`config.mk`:
```
export PLATFORM = sky130hd
export DESIGN_NAME = sgc_top
export DESIGN_NICKNAME = d
export VERILOG_FILES = /design/src/hdl/sgc_pkg.sv /design/src/hdl/sgc_top.sv
export VERILOG_INCLUDE_DIRS = /design/src /design/src/hdl
export SDC_FILE = /design/constraint.sdc
export NUM_CORES = 1
export LEC_CHECK = 0
export ABC_AREA = 1
export BUFFER_PORTS_ARGS = -buffer_cell sky130_fd_sc_hd__buf_2
export CELL_PAD_IN_SITES_DETAIL_PLACEMENT = 0
export CELL_PAD_IN_SITES_GLOBAL_PLACEMENT = 1
export CORE_ASPECT_RATIO = 0.75
export CORE_UTILIZATION = 41
export CTS_CLUSTER_SIZE = 14
export DETAILED_ROUTE_END_ITERATION = 6
export PLACE_DENSITY_LB_ADDON = 0.1
export SYNTH_ARGS = -nofsm -noshare
export SYNTH_HDL_FRONTEND = slang
export SYNTH_SLANG_ARGS = --single-unit
```
`constraint.sdc`:
```
create_clock -name sys_clk -period 5 [get_ports sys_clk]
set_input_delay 1 -clock sys_clk [delete_from_list [all_inputs] [get_ports sys_clk]]
set_output_delay 1 -clock sys_clk [all_outputs]
set_load 0.02 [all_outputs]
```
`src/hdl/sgc_params.svh`:
```
// Constants for the scan gate and command parser block
`ifndef SGC_PARAMS_SVH
`define SGC_PARAMS_SVH

// Register byte offsets
`define SGC_OFF_RES0 12'h000
`define SGC_OFF_RES1 12'h004
`define SGC_OFF_RES2 12'h008
`define SGC_OFF_RES3 12'h00c
`define SGC_OFF_CTRL 12'h010
`define SGC_OFF_STAT 12'h014

// Control and status bit positions
`define SGC_CTRL_CLR 0
`define SGC_ST_CONCL 1
`define SGC_ST_NODEC 2

// Result block and version reply sizes
`define SGC_RES_BYTES 11
`define SGC_VER_LEN 16

// Characters
`define SGC_CH_NOREAD 8'h3f
`define SGC_CH_CR 8'h0d
`define SGC_CH_LF 8'h0a
`define SGC_CH_V 8'h56
`define SGC_CH_H 8'h48
`define SGC_CH_C 8'h43
`define SGC_CH_A 8'h41
`define SGC_CH_S 8'h53
`define SGC_CH_PLUS 8'h2b
`define SGC_CH_MINUS 8'h2d
`define SGC_CH_ONE 8'h31
`define SGC_CH_ZERO 8'h30

// Auto setup status digits
`define SGC_AS_OK 8'h30
`define SGC_AS_INVALID 8'h31
`define SGC_AS_NO_ACT 8'h32
`define SGC_AS_NO_DEACT 8'h33
`define SGC_AS_NO_DEL 8'h34

`endif

```
`src/hdl/sgc_pkg.sv`:
```
// Types for the scan gate and command parser block
`include "sgc_params.svh"
package sgc_pkg;

    // Reply generator modes
    typedef enum logic [3:0] {
        SGC_RPL_IDLE  = 4'b0001,
        SGC_RPL_VER   = 4'b0010,
        SGC_RPL_AUTO  = 4'b0100,
        SGC_RPL_START = 4'b1000
    } sgc_reply_t;

    // Decoder result carrier
    typedef struct packed {
        logic valid;
        logic [7:0] len;
        logic [8*`SGC_RES_BYTES-1:0] data;
    } sgc_dec_t;

    // Received command character carrier
    typedef struct packed {
        logic valid;
        logic [7:0] data;
    } sgc_byte_t;

    // Whole state of the block
    typedef struct packed {
        logic sw_meta;
        logic sw_sync;
        logic sw_prev;
        logic gate;
        logic got_read;
        logic pend_nr;
        logic concluded;
        logic nodecode;
        logic [7:0] len;
        logic [8*`SGC_RES_BYTES-1:0] data;
        logic auto_act;
        logic [23:0] cmd;
        logic [1:0] cmd_cnt;
        logic cmd_ovf;
        logic cmd_busy;
        logic cmd_src;
        sgc_reply_t reply;
        logic [7:0] code;
        logic [4:0] idx;
        logic reply_src;
        logic [8:0] fifo0;
        logic [8:0] fifo1;
        logic [1:0] fcnt;
        logic [31:0] prdata;
        logic pslverr;
    } sgc_state_t;

endpackage : sgc_pkg

```
`src/hdl/sgc_top.sv`:
```
// Scan gate, decoding result block and online command parser
//
// Added by the designer: the placing of the registers and register access over APB.
`include "sgc_params.svh"
module sgc_top
    import sgc_pkg::*;
#(
    // Reply line of the version query; value is arbitrary
    parameter logic [8*`SGC_VER_LEN-1:0] VERSION_TEXT = "DEV0 V0.0 000000"
) (
    input wire logic sys_clk,
    input wire logic reset,
    // Switching input from the presence sensor
    input wire logic switching_line_one,
    // Decoder result, same clock
    input wire sgc_dec_t dec_in,
    // Command characters from host and service interfaces
    input wire sgc_byte_t host_rx,
    output logic host_rx_ready,
    input wire sgc_byte_t svc_rx,
    output logic svc_rx_ready,
    // Reply characters
    output logic tx_valid,
    input wire logic tx_ready,
    output logic [7:0] tx_data,
    output logic tx_svc,
    // Reading gate state
    output logic scan_gate,
    // APB slave
    input wire logic [11:0] paddr,
    input wire logic psel,
    input wire logic penable,
    input wire logic pwrite,
    input wire logic [31:0] pwdata,
    output logic [31:0] prdata,
    output logic pready,
    output logic pslverr
);

    ////////////////////////////////////////////////////////////////////////////
    // Functions

    // Fold lower case letters onto upper case
    function automatic logic [7:0] sgc_upper(input logic [7:0] c);
        if (c >= 8'h61 && c <= 8'h7a) begin
            return c - 8'h20;
        end
        return c;
    endfunction : sgc_upper

    // Mapped register offsets
    function automatic logic sgc_mapped(input logic [11:0] a);
        case (a)
            `SGC_OFF_RES0, `SGC_OFF_RES1, `SGC_OFF_RES2, `SGC_OFF_RES3,
            `SGC_OFF_CTRL, `SGC_OFF_STAT: return 1'b1;
            default: return 1'b0;
        endcase
    endfunction : sgc_mapped

    // Reply character at a position; bit 8 marks the last one
    function automatic logic [8:0] sgc_reply_char(
        input sgc_reply_t kind,
        input logic [4:0] i,
        input logic [7:0] code
    );
        logic [8:0] r;
        r = {1'b1, `SGC_CH_S};
        case (kind)
            SGC_RPL_VER: begin
                if (i < 5'(`SGC_VER_LEN)) begin
                    r = {1'b0, VERSION_TEXT[8*(`SGC_VER_LEN-1-i) +: 8]};
                end else if (i == 5'(`SGC_VER_LEN)) begin
                    r = {1'b0, `SGC_CH_CR};
                end else begin
                    r = {1'b1, `SGC_CH_LF};
                end
            end
            SGC_RPL_AUTO: begin
                case (i)
                    5'h00: r = {1'b0, `SGC_CH_C};
                    5'h01: r = {1'b0, `SGC_CH_S};
                    5'h02: r = {1'b0, code};
                    5'h03: r = {1'b0, `SGC_CH_CR};
                    default: r = {1'b1, `SGC_CH_LF};
                endcase
            end
            SGC_RPL_START: r = {1'b1, `SGC_CH_S};
            default: r = {1'b1, `SGC_CH_S};
        endcase
        return r;
    endfunction : sgc_reply_char

    ////////////////////////////////////////////////////////////////////////////
    // State and decoded conditions

    sgc_state_t state_r;
    sgc_state_t state_nxt;
    sgc_state_t reset_state;

    logic sw_rise;
    logic sw_fall;
    logic reply_idle;
    logic host_take;
    logic svc_take;
    logic rx_take;
    logic [7:0] rx_char;
    logic rx_src;
    logic apb_setup;
    logic apb_wr_ctrl;
    logic [127:0] res_blk;
    logic [7:0] res_status;
    logic [7:0] cmd0;
    logic [7:0] cmd1;
    logic [7:0] cmd2;
    logic fifo_push;
    logic fifo_pop;
    logic [9:0] push_word;

    // Power-on value of every state bit
    always_comb begin
        reset_state = '0;
        reset_state.reply = SGC_RPL_IDLE;
    end

    // Edges of the synchronised switching line
    assign sw_rise = state_r.sw_sync & ~state_r.sw_prev;
    assign sw_fall = ~state_r.sw_sync & state_r.sw_prev;

    // Command characters: one source owns a command until its delimiter
    assign reply_idle = (state_r.reply == SGC_RPL_IDLE);
    assign host_rx_ready = reply_idle & (~state_r.cmd_busy | ~state_r.cmd_src);
    assign svc_rx_ready = reply_idle &
        (state_r.cmd_busy ? state_r.cmd_src : ~host_rx.valid);
    assign host_take = host_rx.valid & host_rx_ready;
    assign svc_take = svc_rx.valid & svc_rx_ready;
    assign rx_take = host_take | svc_take;
    assign rx_char = host_take ? host_rx.data : svc_rx.data;
    assign rx_src = ~host_take;

    // Stored command, code letters folded to upper case, parameter kept as received
    assign cmd0 = sgc_upper(state_r.cmd[7:0]);
    assign cmd1 = sgc_upper(state_r.cmd[15:8]);
    assign cmd2 = state_r.cmd[23:16];

    // Decoding result block as bytes 0 to 12
    always_comb begin
        res_status = 8'h00;
        res_status[`SGC_ST_CONCL] = state_r.concluded;
        res_status[`SGC_ST_NODEC] = state_r.nodecode;
        res_blk = '0;
        res_blk[8*(`SGC_RES_BYTES+2)-1:0] = {state_r.data, state_r.len, res_status};
    end

    // APB decode
    assign apb_setup = psel & ~penable;
    assign apb_wr_ctrl = psel & penable & pwrite & (paddr == `SGC_OFF_CTRL);

    // Reply buffer handshakes
    assign push_word = {state_r.reply_src,
        sgc_reply_char(state_r.reply, state_r.idx, state_r.code)};
    assign fifo_push = ~reply_idle & (state_r.fcnt != 2'd2);
    assign fifo_pop = tx_ready & (state_r.fcnt != 2'd0);

    ////////////////////////////////////////////////////////////////////////////
    // Next state

    always_comb begin
        logic soft_rst;
        logic [8:0] ch;
        soft_rst = 1'b0;
        ch = '0;
        state_nxt = state_r;

        // Two flip-flop synchroniser and edge history
        state_nxt.sw_meta = switching_line_one;
        state_nxt.sw_sync = state_r.sw_meta;
        state_nxt.sw_prev = state_r.sw_sync;

        // Reading gate
        if (sw_rise) begin
            state_nxt.gate = 1'b1;
            state_nxt.got_read = 1'b0;
        end
        if (sw_fall) begin
            state_nxt.gate = 1'b0;
            if (!state_r.got_read) begin
                state_nxt.pend_nr = 1'b1;
            end
        end

        // Software clear of the result; hardware sets below win
        if (apb_wr_ctrl && pwdata[`SGC_CTRL_CLR]) begin
            state_nxt.concluded = 1'b0;
            state_nxt.nodecode = 1'b0;
        end

        // Good read while the gate is open, first result only
        if (state_r.gate && dec_in.valid && !state_r.got_read) begin
            state_nxt.got_read = 1'b1;
            state_nxt.concluded = 1'b1;
            state_nxt.nodecode = 1'b0;
            state_nxt.len = (dec_in.len > 8'(`SGC_RES_BYTES)) ?
                8'(`SGC_RES_BYTES) : dec_in.len;
            state_nxt.data = dec_in.data;
        end

        // No-read reported one cycle after the gate closed
        if (state_r.pend_nr) begin
            state_nxt.pend_nr = 1'b0;
            state_nxt.concluded = 1'b1;
            state_nxt.nodecode = 1'b1;
            state_nxt.len = 8'h01;
            state_nxt.data = '0;
            state_nxt.data[7:0] = `SGC_CH_NOREAD;
        end

        // Command assembly and execution
        if (rx_take) begin
            if (rx_char == `SGC_CH_CR) begin
                state_nxt.cmd_busy = 1'b0;
                state_nxt.cmd_cnt = 2'd0;
                state_nxt.cmd_ovf = 1'b0;
                state_nxt.cmd = '0;
                if (!state_r.cmd_ovf && state_r.cmd_cnt == 2'd1 && cmd0 == `SGC_CH_V) begin
                    state_nxt.reply = SGC_RPL_VER;
                    state_nxt.idx = 5'd0;
                    state_nxt.reply_src = rx_src;
                end else if (!state_r.cmd_ovf && state_r.cmd_cnt == 2'd1 &&
                        cmd0 == `SGC_CH_H) begin
                    soft_rst = 1'b1;
                end else if (!state_r.cmd_ovf && state_r.cmd_cnt == 2'd3 &&
                        cmd0 == `SGC_CH_C && cmd1 == `SGC_CH_A) begin
                    state_nxt.reply = SGC_RPL_AUTO;
                    state_nxt.idx = 5'd0;
                    state_nxt.reply_src = rx_src;
                    // Parameter directly after the code
                    case (cmd2)
                        `SGC_CH_PLUS: begin
                            if (state_r.gate) begin
                                state_nxt.code = `SGC_AS_NO_ACT;
                            end else begin
                                state_nxt.auto_act = 1'b1;
                                state_nxt.code = `SGC_AS_OK;
                            end
                        end
                        `SGC_CH_MINUS: begin
                            if (state_r.gate) begin
                                state_nxt.code = `SGC_AS_NO_DEACT;
                            end else begin
                                state_nxt.auto_act = 1'b0;
                                state_nxt.code = `SGC_AS_OK;
                            end
                        end
                        `SGC_CH_ONE: begin
                            // A no-read landing this cycle must not be lost
                            if (!state_r.concluded || state_r.gate || state_r.pend_nr) begin
                                state_nxt.code = `SGC_AS_NO_DEL;
                            end else begin
                                state_nxt.concluded = 1'b0;
                                state_nxt.nodecode = 1'b0;
                                state_nxt.code = `SGC_AS_OK;
                            end
                        end
                        default: state_nxt.code = `SGC_AS_INVALID;
                    endcase
                end
                // Anything else falls through silently
            end else begin
                state_nxt.cmd_busy = 1'b1;
                state_nxt.cmd_src = rx_src;
                if (state_r.cmd_cnt == 2'd3) begin
                    state_nxt.cmd_ovf = 1'b1;
                end else begin
                    state_nxt.cmd[8*state_r.cmd_cnt +: 8] = rx_char;
                    state_nxt.cmd_cnt = state_r.cmd_cnt + 2'd1;
                end
            end
        end

        // Reply generator feeds the buffer one character per cycle
        if (fifo_push) begin
            if (push_word[8]) begin
                state_nxt.reply = SGC_RPL_IDLE;
                state_nxt.idx = 5'd0;
            end else begin
                state_nxt.idx = state_r.idx + 5'd1;
            end
        end

        // Two-entry reply buffer
        ch = {push_word[9], push_word[7:0]};
        case ({fifo_push, fifo_pop})
            2'b10: begin
                if (state_r.fcnt == 2'd0) begin
                    state_nxt.fifo0 = ch;
                end else begin
                    state_nxt.fifo1 = ch;
                end
                state_nxt.fcnt = state_r.fcnt + 2'd1;
            end
            2'b01: begin
                state_nxt.fifo0 = state_r.fifo1;
                state_nxt.fcnt = state_r.fcnt - 2'd1;
            end
            2'b11: begin
                state_nxt.fifo0 = ch;
            end
            default: begin
            end
        endcase

        // APB read data and error captured in the setup cycle
        if (apb_setup) begin
            state_nxt.pslverr = ~sgc_mapped(paddr);
            case (paddr)
                `SGC_OFF_RES0: state_nxt.prdata = res_blk[31:0];
                `SGC_OFF_RES1: state_nxt.prdata = res_blk[63:32];
                `SGC_OFF_RES2: state_nxt.prdata = res_blk[95:64];
                `SGC_OFF_RES3: state_nxt.prdata = res_blk[127:96];
                `SGC_OFF_STAT: state_nxt.prdata = {28'h0000000, ~reply_idle,
                    state_r.cmd_busy, state_r.auto_act, state_r.gate};
                default: state_nxt.prdata = 32'h00000000;
            endcase
        end

        // Software reset: power-on state, then the start character
        if (soft_rst) begin
            state_nxt = reset_state;
            state_nxt.reply = SGC_RPL_START;
            state_nxt.reply_src = rx_src;
        end
    end

    ////////////////////////////////////////////////////////////////////////////
    // State register

    always_ff @(posedge sys_clk) begin
        if (reset) begin
            state_r <= reset_state;
        end else begin
            state_r <= state_nxt;
        end
    end

    ////////////////////////////////////////////////////////////////////////////
    // Outputs

    // Reply stream
    assign tx_valid = (state_r.fcnt != 2'd0);
    assign tx_data = state_r.fifo0[7:0];
    assign tx_svc = state_r.fifo0[8];

    // Gate and bus answers
    assign scan_gate = state_r.gate;
    assign prdata = state_r.prdata;
    assign pslverr = state_r.pslverr & psel & penable;
    assign pready = psel & penable;

endmodule : sgc_top

```
==> results of run 1 <==
-- cell type report --
type                       count  area, um2
sequential                   199       3980
timing repair buffer         190        988
clock buffer                  22        484
multi-input combinational    937       4440
clock inverter                10       93.8
fill                        2365      11500
antenna                        2       5.00
tap                          294        368
inverter                     143        539
-- cell usage in the layout (no fill, tap or decap), types with 26 or more instances in the layout --
cell,instances
o21ai_0,77
nand2_1,362
nor2_1,173
nand3_1,39
inv_1,136
buf_2,180
o211ai_1,29
dfxtp_1,199
a21oi_1,116
a22oi_1,26
-- flip-flops by register name (all words and copies together), names as in the netlist --
register,cells
tx_data,7
res_blk,98
prdata,32
scan_gate,1
cmd2,8
tx_svc,1
state_r,51
push_word,1
-- where the power goes --
| part | switching (mW) | internal (mW) | leakage (nW) | total (mW) |
|---|---|---|---|---|
| Clock | 0.619 | 0.742 | 0.279 | 1.36 |
| Combinational | 0.192 | 0.103 | 2.69 | 0.295 |
| Sequential | 0.0207 | 1.62 | 1.61 | 1.64 |
-- stage by stage --
stage	setup slack (ns)	utilization, %
3_3_place_gp	1.33	46.1
6_report	1.75	48.7
4_1_cts	1.78	48.7
3_5_place_dp	1.32	46.1
2_1_floorplan	2.21	-
5_1_grt	1.52	48.7
-- metal layers --
| layer | vias up | global-route usage (%) |
|---|---|---|
| met4 | 2 | 5.08 |
| met1 | 4047 | 32.7 |
| met5 | - | 0 |
| met3 | 20 | 4.96 |
| li1 | 4657 | - |
| met2 | 184 | 33.6 |
-- path summary, 6_finish.rpt --
kind,from,to,depth (start not counted)
max,host_rx[8],res_blk[54]$_SDFFE_PP0P_,13
min,state_r[204]$_SDFF_PP0_,state_r[203]$_SDFF_PP0_,2
max reg2reg,state_r[67]$_SDFF_PP1_,res_blk[54]$_SDFFE_PP0P_,14
min reg2reg,state_r[204]$_SDFF_PP0_,state_r[203]$_SDFF_PP0_,2
-- worst max-delay path, cell delays in order --
cell and delay, ns:
buf_2 0.20, nand4_4 0.28, nand2_1 0.12, o21ai_0 0.21, nor2_1 0.15, nand2_1 0.10
nor2_4 0.25, nand3_2 0.19, nand2_4 0.12, inv_4 0.06, nand2_4 0.53, buf_12 0.27
a21oi_1 0.06
-- logic make-up (layout without fill, tap and decap cells) --
kind of cell / Yosys count / after routing / share of synthesized area (%)
flops: 199 / 199 / 41.8
buf+inv: 238 / 365 / 11.7
fa+ha+maj: 13 / 13 / 1.71
other cells: 1 / 3 / 0.0394
xor+xnor: 2 / 2 / 0.184
simple gates: 647 / 647 / 28.1
compound gates: 274 / 274 / 16.4
==> impl_results.md, run 1 <==
* Global route overflow at 0
* Run status: completed
* Cell Area, Synth at 9520 um2
* Core area at 22400 um2
* Clk slew on worst S/H paths at 0.07 ns
* Final-report setup violation count at 0
* Ys Warns at 0
* DP Cell Count at 1763
* Worst-Skew Late Latency at 0.43 ns
* Postcts setup bufs at 0
* Crit Path Category: input port to flop
* Share of cells above drive strength 1 at 16.4%
* Final hold slack at 0.415 ns
* Final Hold Viols at 0
* Die height at 134 um
* CTS sink count at 199
* Initial Util at 42.5%
* Slew HR at 32.0%
* Post_cts resized at 0
* Hold Path Class: flop to flop
* Net Count, Synth at 1553
* Critical Path RT at 5.33 ns
* Antenna violations before repair at 3
* Seq/Total Area, Yosys at 41.8%
* Worst EP arrival at 3.58 ns
* Met2 wire length at 11100 um
* DRC at 0
* Fin nets at 1667
* Final Max Tran Viols at 0
* Synthesis-to-finish area growth at 14.5%
* H-tree Lvls at 4
* Fin cells at 1797
* Pre-antenna DRT Iters at 6
* Setup TNS Final at 0 ns
* EDFF count, synth at 0
* RSZ-0062 raised after global routing: no
* GP Congestion at 0.885
* Startpoint Class: input port
* Fin crit period at 3.25 ns
* Crit-path max FO at 60
* Worst R2R Setup Slack at 1.97 ns
* Global-route wire length before repair at 42000 um
* DR iter-0 viols at 629
* WL/cell at 14.7 um
* Synthesized area per cell at 6.93 um2
* Max-Cap Viols at 0
* WL met3 at 1300 um
* Horiz. Die Dim at 178 um
* Worst-Margin Slew at 1.02 ns
* Power Total at 3.29 mW
* Gr usage total at 22.5%
* Die area at 23800 um2
* Top-area cell type share of the netlist area at 41.8%
* Most common cell in the synthesized netlist: nand2_1
* Routed metal-1 wire length at 13700 um
* PD cells at 302 nW/um2
* Most instantiated cells after synthesis: nand2_1, dfxtp_1, nor2_1
* Root Driver: clkbuf_16
* IO Pins at 213
* CTS tree: done
* Top Layer Used: met5
* Yosys cell types at 41
* Syn Inst Count at 1374
* Clock Skew at 0.0113 ns
* Vias in the first global route at 8109
* Fin crit share at 65.0%
* Cell Area, Placed at 10300 um2
* F_max at 308 MHz
* Leak at 4.57 nW
* Setup crit end kind: flop
* Vias/cell at 4.96
* Post-route ant nets at 0
* IO buf count at 180
* Area contributors post-synth: dfxtp_1, nand2_1, nor2_1, a21oi_1, inv_1
* Top_reg_cell synth: dfxtp_1
* Max clock buf depth at 2
* Total CTS buffers at 17
* Largest net degree at the start of global routing at 95
* DP Wirelength at 18400 um
* Site Rows at 47
* Total wire length at 26300 um
* FF+latch count, synth at 199
* # hold bufs at CTS at 0
* Worst VDD drop at 238 uV
* Vias at 8910
* Final Instance Area at 10900 um2
* Post-synth ARST share at 0%
* Cell accounting for the most synthesized area: dfxtp_1
Power figures use the tool's default switching activity.
==> inputs of run 2 (changes only) <==
--- a/config.mk
+++ b/config.mk
@@ -11,7 +11,7 @@
 export CELL_PAD_IN_SITES_DETAIL_PLACEMENT = 0
 export CELL_PAD_IN_SITES_GLOBAL_PLACEMENT = 1
 export CORE_ASPECT_RATIO = 0.75
-export CORE_UTILIZATION = 41
+export CORE_UTILIZATION = 35
 export CTS_CLUSTER_SIZE = 14
 export DETAILED_ROUTE_END_ITERATION = 6
 export PLACE_DENSITY_LB_ADDON = 0.1
==> constraint.sdc (replaced) <==
create_clock -name sys_clk -period 2.8 [get_ports sys_clk]
set_input_delay 0.56 -clock sys_clk [delete_from_list [all_inputs] [get_ports sys_clk]]
set_output_delay 0.56 -clock sys_clk [all_outputs]
set_load 0.02 [all_outputs]
==> run 2 against run 1 <==
The flow now finishes with violations (DRC). Routed wire length grew 5.2%. First-iteration DRC count decreased by 19%. Count of clock-buffer cells in the layout unchanged. Clock skew fell by 0.0018 ns. Sequential cell count unchanged. Sequential share of layout area fell by 0.70 points. Global-route usage decreased by 2.1 points.
==> impl_results.md, run 2 (same netlist as run 1, synthesis figures left out) <==
* Run status: finished, violations left
* Worst path max stage delay at 0.39 ns (-0.14 ns)
* Crit-path max FO at 56 (-6.7%)
* Core area at 26400 um2 (+18%)
* Post-Route Utilization at 42.2% (-6.5 points)
* Most frequent cells in the layout: nand2_1, dfxtp_1, buf_2
* Die height at 145 um (+8.1%)
* Hold Path Class: input port to flop
* Vias/cell at 4.76 (-4.1%)
* Vias in the first global route at 8234 (+1.5%)
* Final Hold Viols at 0 (unchanged)
* Total CTS buffers at 17 (unchanged)
* Initial Util at 36.1% (-6.4 points)
* Crit Path Category: flop to flop
* Clk slew on worst S/H paths at 0.07 ns (about the same)
* Synthesis-to-finish area growth at 16.7%
* Fill cells at 2867 (+21%)
* DR iter-0 viols at 509 (-19%)
* Max clock buf depth at 2 (unchanged)
* RSZ-0062 raised after global routing: no
* R2R depth at 13 (-1)
* Total wire length at 27700 um (+5.2%)
* Fin crit share at 87.3%
* Delay-heaviest family, CP: simple AND/OR/NAND/NOR gates
* Final-report setup violation count at 0 (unchanged)
* WL/cell at 14.9 um (+1.6%)
* GRT met2 Usage at 29.5% (-4.1 points)
* Vias at 8845 (-0.73%)
* Max stage delay cell, worst path: dfxtp_1
* Worst VDD drop at 465 uV (+95%)
* Final Instance Area at 11100 um2 (+2.0%)
* DP Wirelength at 19600 um (+6.6%)
* Site Rows at 51 (+8.5%)
* Final hold slack at 0.278 ns (-0.137 ns)
* Worst-Margin Slew at 0.616 ns (-0.402 ns)
* Fin cells at 1860 (+3.5%)
* H-tree Lvls at 4 (unchanged)
* Seq. cell area at 3980 um2 (unchanged)
* Setup TNS Final at 0 ns (unchanged)
* Gr usage total at 20.4% (-2.1 points)
* GP Congestion at 0.820 (-7.4%)
* Worst EP arrival at 2.76 ns (-0.82 ns)
* Fin nets at 1680 (+0.78%)
* Max-Cap Viols at 0 (unchanged)
* Area of the multi-input gates at 4440 um2 (unchanged)
* Setup crit end kind: flop
* Postcts setup bufs at 0 (unchanged)
* Post-route setup slack at 0.356 ns (-1.39 ns)
* Pre-antenna DRT Iters at 7 (+1)
* Root Driver: clkbuf_16
* CTS sink count at 199 (unchanged)
* Antenna violations before repair at 3 (unchanged)
* Max reg flops at 98 (unchanged)
* Share of cells above drive strength 1 at 16.9% (+0.53 points)
* F_max at 409 MHz
* Die area at 27900 um2 (+17%)
* Grt peak-use layer: met1
* GR Util met3 at 3.16% (-1.8 points)
* IO Pins at 213 (unchanged)
* Clock Skew at 0.00956 ns (-0.00177 ns)
* PD cells at 534 nW/um2 (+77%)
* Hold depth at 2 (unchanged)
* DP Cell Count at 1826 (+3.6%)
* Pre-CTS setup slack at 0.116 ns (-1.21 ns)
* Slew HR at 58.9% (+27 points)
* Commonest non-fill, non-tap cell in the layout: nand2_1
* Failing checks: DRC
* IO buf count at 180 (unchanged)
* Global route overflow at 0 (unchanged)
* Fin crit period at 2.44 ns
* Power Total at 5.93 mW (+80%)
* CP bufs+invs at 2 (-1)
* DRC at 38 (+38)
* Ordered list of cells on the worst path: nand2_4, nand4_4, nand2_1, nand2_1, nor2_1, nand2_1, nor2_4, nand3_2, nand2_4, inv_4, nand2_4, buf_12, a21oi_1
* Global-route wire length before repair at 43900 um (+4.7%)
* Horiz. Die Dim at 192 um (+8.1%)
* Leak at 4.66 nW (+1.9%)
* Critical Path RT at 3.12 ns (-2.21 ns)
* Post_cts resized at 0 (unchanged)
* # hold bufs at CTS at 0 (unchanged)
* Final Max Tran Viols at 0 (unchanged)
* Largest net degree at the start of global routing at 138 (+45%)
* Cell Area, Placed at 10500 um2 (+2.2%)
* Worst-Skew Late Latency at 0.44 ns (about the same)
* Post-route ant nets at 0 (unchanged)
* M1 GR Usage at 30.9% (-1.8 points)
* CTS tree: done
* Startpoint Class: flop
* Worst path depth at 13 (unchanged)
## run 2: worst reg2reg max path, delay by kind of cell (launching register included)
kind	cells	cell delay [ns]
AND/OR/NAND/NOR	10	1.51
flip-flops	1	0.39
buffers and inverters	2	0.34
AO/OA/AOI/OAI	1	0.10
## run 2: report_power, final
part           switching, mW  total (mW)  internal, mW
Clock                   1.10        2.46          1.35
Sequential            0.0365        2.93          2.89
Combinational          0.350       0.551         0.201
Total                   1.49        5.93          4.45
## run 2: final timing paths
path / startpoint / end / slack, ns
worst min register to register: state_r[204]$_SDFF_PP0_ / state_r[203]$_SDFF_PP0_ / 0.43
worst min-delay path: reset / state_r[70]$_SDFF_PP0_ / 0.28
worst max-delay path: state_r[72]$_SDFFE_PP0N_ / res_blk[61]$_SDFFE_PP0P_ / 0.36
worst max register to register: state_r[72]$_SDFFE_PP0N_ / res_blk[61]$_SDFFE_PP0P_ / 0.36
## run 2: final cells by class
type,instances,share of cell area (%)
Clock inverter,9,0.912
Timing Repair Buffer,203,10.3
Sequential cell,199,35.8
Multi-Input combinational cell,937,40.0
Clock buffer,22,4.18
Inverter,143,4.85
Tap cell,344,3.87
Antenna cell,3,0.0675
## run 2: routing by layer
metal  share of wire, %  wire length, um
met5              0.047               13
met4               0.86              239
met3                3.7             1020
met2                 42            11600
met1                 54            14800
==> inputs of run 3 (changes only) <==
--- a/config.mk
+++ b/config.mk
@@ -7,13 +7,13 @@
 export NUM_CORES = 1
 export LEC_CHECK = 0
 export ABC_AREA = 1
-export BUFFER_PORTS_ARGS = -buffer_cell sky130_fd_sc_hd__buf_2
 export CELL_PAD_IN_SITES_DETAIL_PLACEMENT = 0
 export CELL_PAD_IN_SITES_GLOBAL_PLACEMENT = 1
 export CORE_ASPECT_RATIO = 0.75
-export CORE_UTILIZATION = 35
+export CORE_UTILIZATION = 40
 export CTS_CLUSTER_SIZE = 14
 export DETAILED_ROUTE_END_ITERATION = 6
+export DONT_BUFFER_PORTS = 1
 export PLACE_DENSITY_LB_ADDON = 0.1
 export SYNTH_ARGS = -nofsm -noshare
 export SYNTH_HDL_FRONTEND = slang
==> constraint.sdc (replaced) <==
create_clock -name sys_clk -period 2.8 [get_ports sys_clk]
set_input_delay 0.42 -clock sys_clk [delete_from_list [all_inputs] [get_ports sys_clk]]
set_output_delay 0.42 -clock sys_clk [all_outputs]
set_load 0.02 [all_outputs]
==> run 3 against run 2 <==
The run now ends clean. Die area down 12%. Total power down 1.4%. Fmax down 1.3%. Worst hold slack worse by 0.24 ns. Sequential power about the same. Register-to-register slack worse by 0.03 ns. Global-route usage up 1.5 points. Highest routed layer unchanged.
==> impl_results.md, run 3 (same netlist as run 1, synthesis figures left out) <==
* Run status: completed
* Horiz. Die Dim at 180 um (-6.4%)
* DRC at 0 (-100%)
* Root Driver: clkbuf_16
* Clock share of power at 42.3% (+0.9 points)
* Largest net degree at the start of global routing at 138 (unchanged)
* Commonest non-fill, non-tap cell in the layout: nand2_1
* CTS sink count at 199 (unchanged)
* Worst R2R Start: state_r[67]$_SDFF_PP1_
* Crit Path Category: flop to flop
* Max clock buf depth at 2 (unchanged)
* Fill cells at 2454 (-14%)
* Die height at 136 um (-6.4%)
* Post-route ant nets at 0 (unchanged)
* Worst-Skew Late Latency at 0.44 ns (about the same)
* Share of cells above drive strength 1 at 5.77% (-11 points)
* PD cells at 575 nW/um2 (+7.7%)
* CTS tree: done
* H-tree Lvls at 4 (unchanged)
* Worst R2R Setup Slack at 0.32 ns (-0.03 ns)
* Max reg flops at 98 (unchanged)
* Total wire length at 26600 um (-4.0%)
* R2R depth at 14 (+1)
* Setup crit end kind: flop
* Die area at 24400 um2 (-12%)
* Post-route setup slack at 0.324 ns (-0.0319 ns)
* Hold Startpoint: reset
* Clock Skew at 0.0109 ns (+0.00131 ns)
* Max-Cap Viols at 0 (unchanged)
* Final-report setup violation count at 0 (unchanged)
* Final Hold Viols at 0 (unchanged)
* DP Wirelength at 18600 um (-5.5%)
* Seq. cell area at 3980 um2 (unchanged)
* GP Congestion at 0.854 (+4.2%)
* Synthesis-to-finish area growth at 6.83%
* Pre-CTS setup slack at 0.335 ns (+0.218 ns)
* Area of the multi-input gates at 4440 um2 (unchanged)
* Antenna violations before repair at 9 (+6)
* NetSw at 1.43 mW (-4.1%)
* Total CTS buffers at 17 (unchanged)
* # hold bufs at CTS at 0 (unchanged)
* IO buf count at 0 (-100%)
* Global route overflow at 0 (unchanged)
* Fin crit share at 88.4% (+1.1 points)
* Critical Path RT at 3.13 ns (about the same)
* Sw Share at 24.4% (-0.68 points)
* WL/cell at 16.2 um (+8.8%)
* Vias in the first global route at 7599 (-7.7%)
* Final Max Tran Viols at 0 (unchanged)
* F_max at 404 MHz (-1.3%)
* Logic pwr share at 7.7% (-1.6 points)
* RSZ-0062 raised after global routing: no
* Postcts setup bufs at 0 (unchanged)
* DR iter-0 viols at 529 (+3.9%)
* Initial Util at 41.1% (+4.9 points)
* Pre-antenna DRT Iters at 5 (-2)
* Worst-Margin Slew at 0.656 ns (+0.0400 ns)
* Most frequent cells in the layout: nand2_1, dfxtp_1, nor2_1
* IO Pins at 213 (unchanged)
* Worst EP arrival at 2.80 ns (+0.04 ns)
* Setup TNS Final at 0 ns (unchanged)
* Site Rows at 48 (-5.9%)
* Fin crit period at 2.48 ns (+0.0319 ns)
* Clk slew on worst S/H paths at 0.07 ns (about the same)
* Worst VDD drop at 417 uV (-10%)
* Hold Path Class: input port to flop
* Critical R2R Capture: res_blk[60]$_SDFFE_PP0P_
* Slew HR at 55.9% (-3.1 points)
* Gr usage total at 21.9% (+1.5 points)
* Vias/cell at 5.07 (+6.7%)
* Register share of total power at 50.0% (+0.7 points)
* Startpoint Class: flop
* Hold depth at 1 (-1)
* Worst hold endpoint: state_r[70]$_SDFF_PP0_
* Leak at 3.89 nW (-17%)
* Vias at 8318 (-6.0%)
* Fin nets at 1502 (-11%)
* Crit-path max FO at 29 (-48%)
* Global-route wire length before repair at 41800 um (-4.8%)
* Post_cts resized at 0 (unchanged)
* Internal power at 4.42 mW (-0.50%)
* Core area at 23200 um2 (-12%)
[run 3: how the worst max path moves through the flow]
stage | endpoint | startpoint | cells past startpoint | slack, ns
detailed placement | res_blk[22]$_SDFFE_PP0P_ | state_r[68]$_SDFF_PP0_ | 13 | 0.33
floorplan | state_r[76]$_SDFFE_PP0P_ | host_rx[8] | 12 | 0.59
CTS | res_blk[60]$_SDFFE_PP0P_ | state_r[68]$_SDFF_PP0_ | 13 | 0.31
finish | res_blk[60]$_SDFFE_PP0P_ | state_r[67]$_SDFF_PP1_ | 14 | 0.32
global placement | res_blk[24]$_SDFFE_PP0P_ | state_r[67]$_SDFF_PP1_ | 14 | 0.37
global route | res_blk[53]$_SDFFE_PP0P_ | state_r[67]$_SDFF_PP1_ | 14 | 0.05
[run 3: through the flow]
step | hold slack, ns | instances | cell area [um2] | power (mW) | utilization (%)
2_1_floorplan | 0.394 | 1374 | 9520 | 3.32 | -
4_1_cts | 0.0185 | 1635 | 10200 | 5.91 | 43.8
5_1_grt | 0.0176 | 1637 | 10200 | 6.09 | 43.9
3_5_place_dp | 0.416 | 1604 | 9590 | 3.44 | 41.4
3_3_place_gp | 0.415 | 1604 | 9590 | 3.44 | 41.4
6_report | 0.0406 | 1640 | 10200 | 5.85 | 43.9
[run 3: final cells by class]
cell class              instances  share of cell area (%)
multi-input cells             937                    43.7
flip-flops and latches        199                    39.2
inverters                     143                    5.30
clock buffers                  21                    4.33
well taps                     300                    3.69
repair buffers                 25                    2.46
clock inverters                10                    1.28
diodes                          5                   0.123
[run 3: critical path, cell delays in order (launching register included)]
cell,delay (ns)
dfxtp_1,0.35
inv_1,0.08
nor2_2,0.14
nand4_4,0.23
nand2_1,0.14
nand2_1,0.13
nor2_1,0.13
nand2_1,0.09
nor2_4,0.18
nand3_2,0.17
nand2_4,0.13
inv_4,0.07
nand2_4,0.22
buf_12,0.22
a21oi_1,0.06
[run 3: power by group through the flow]
stage / Sequential, mW / Clock (mW) / Combinational (mW)
after floorplan: 2.98 / 0 / 0.340
after global placement: 2.99 / 0 / 0.448
after detailed placement: 2.99 / 0 / 0.450
after CTS: 2.93 / 2.53 / 0.452
after global routing: 2.93 / 2.64 / 0.511
final: 2.93 / 2.47 / 0.451
[run 3: per-layer routing]
metal	part of all wire [%]	GRT usage [%]
met1	51	31.3
met2	40	31.0
met3	8.1	8.06
met4	0.73	4.70
met5	0.15	0
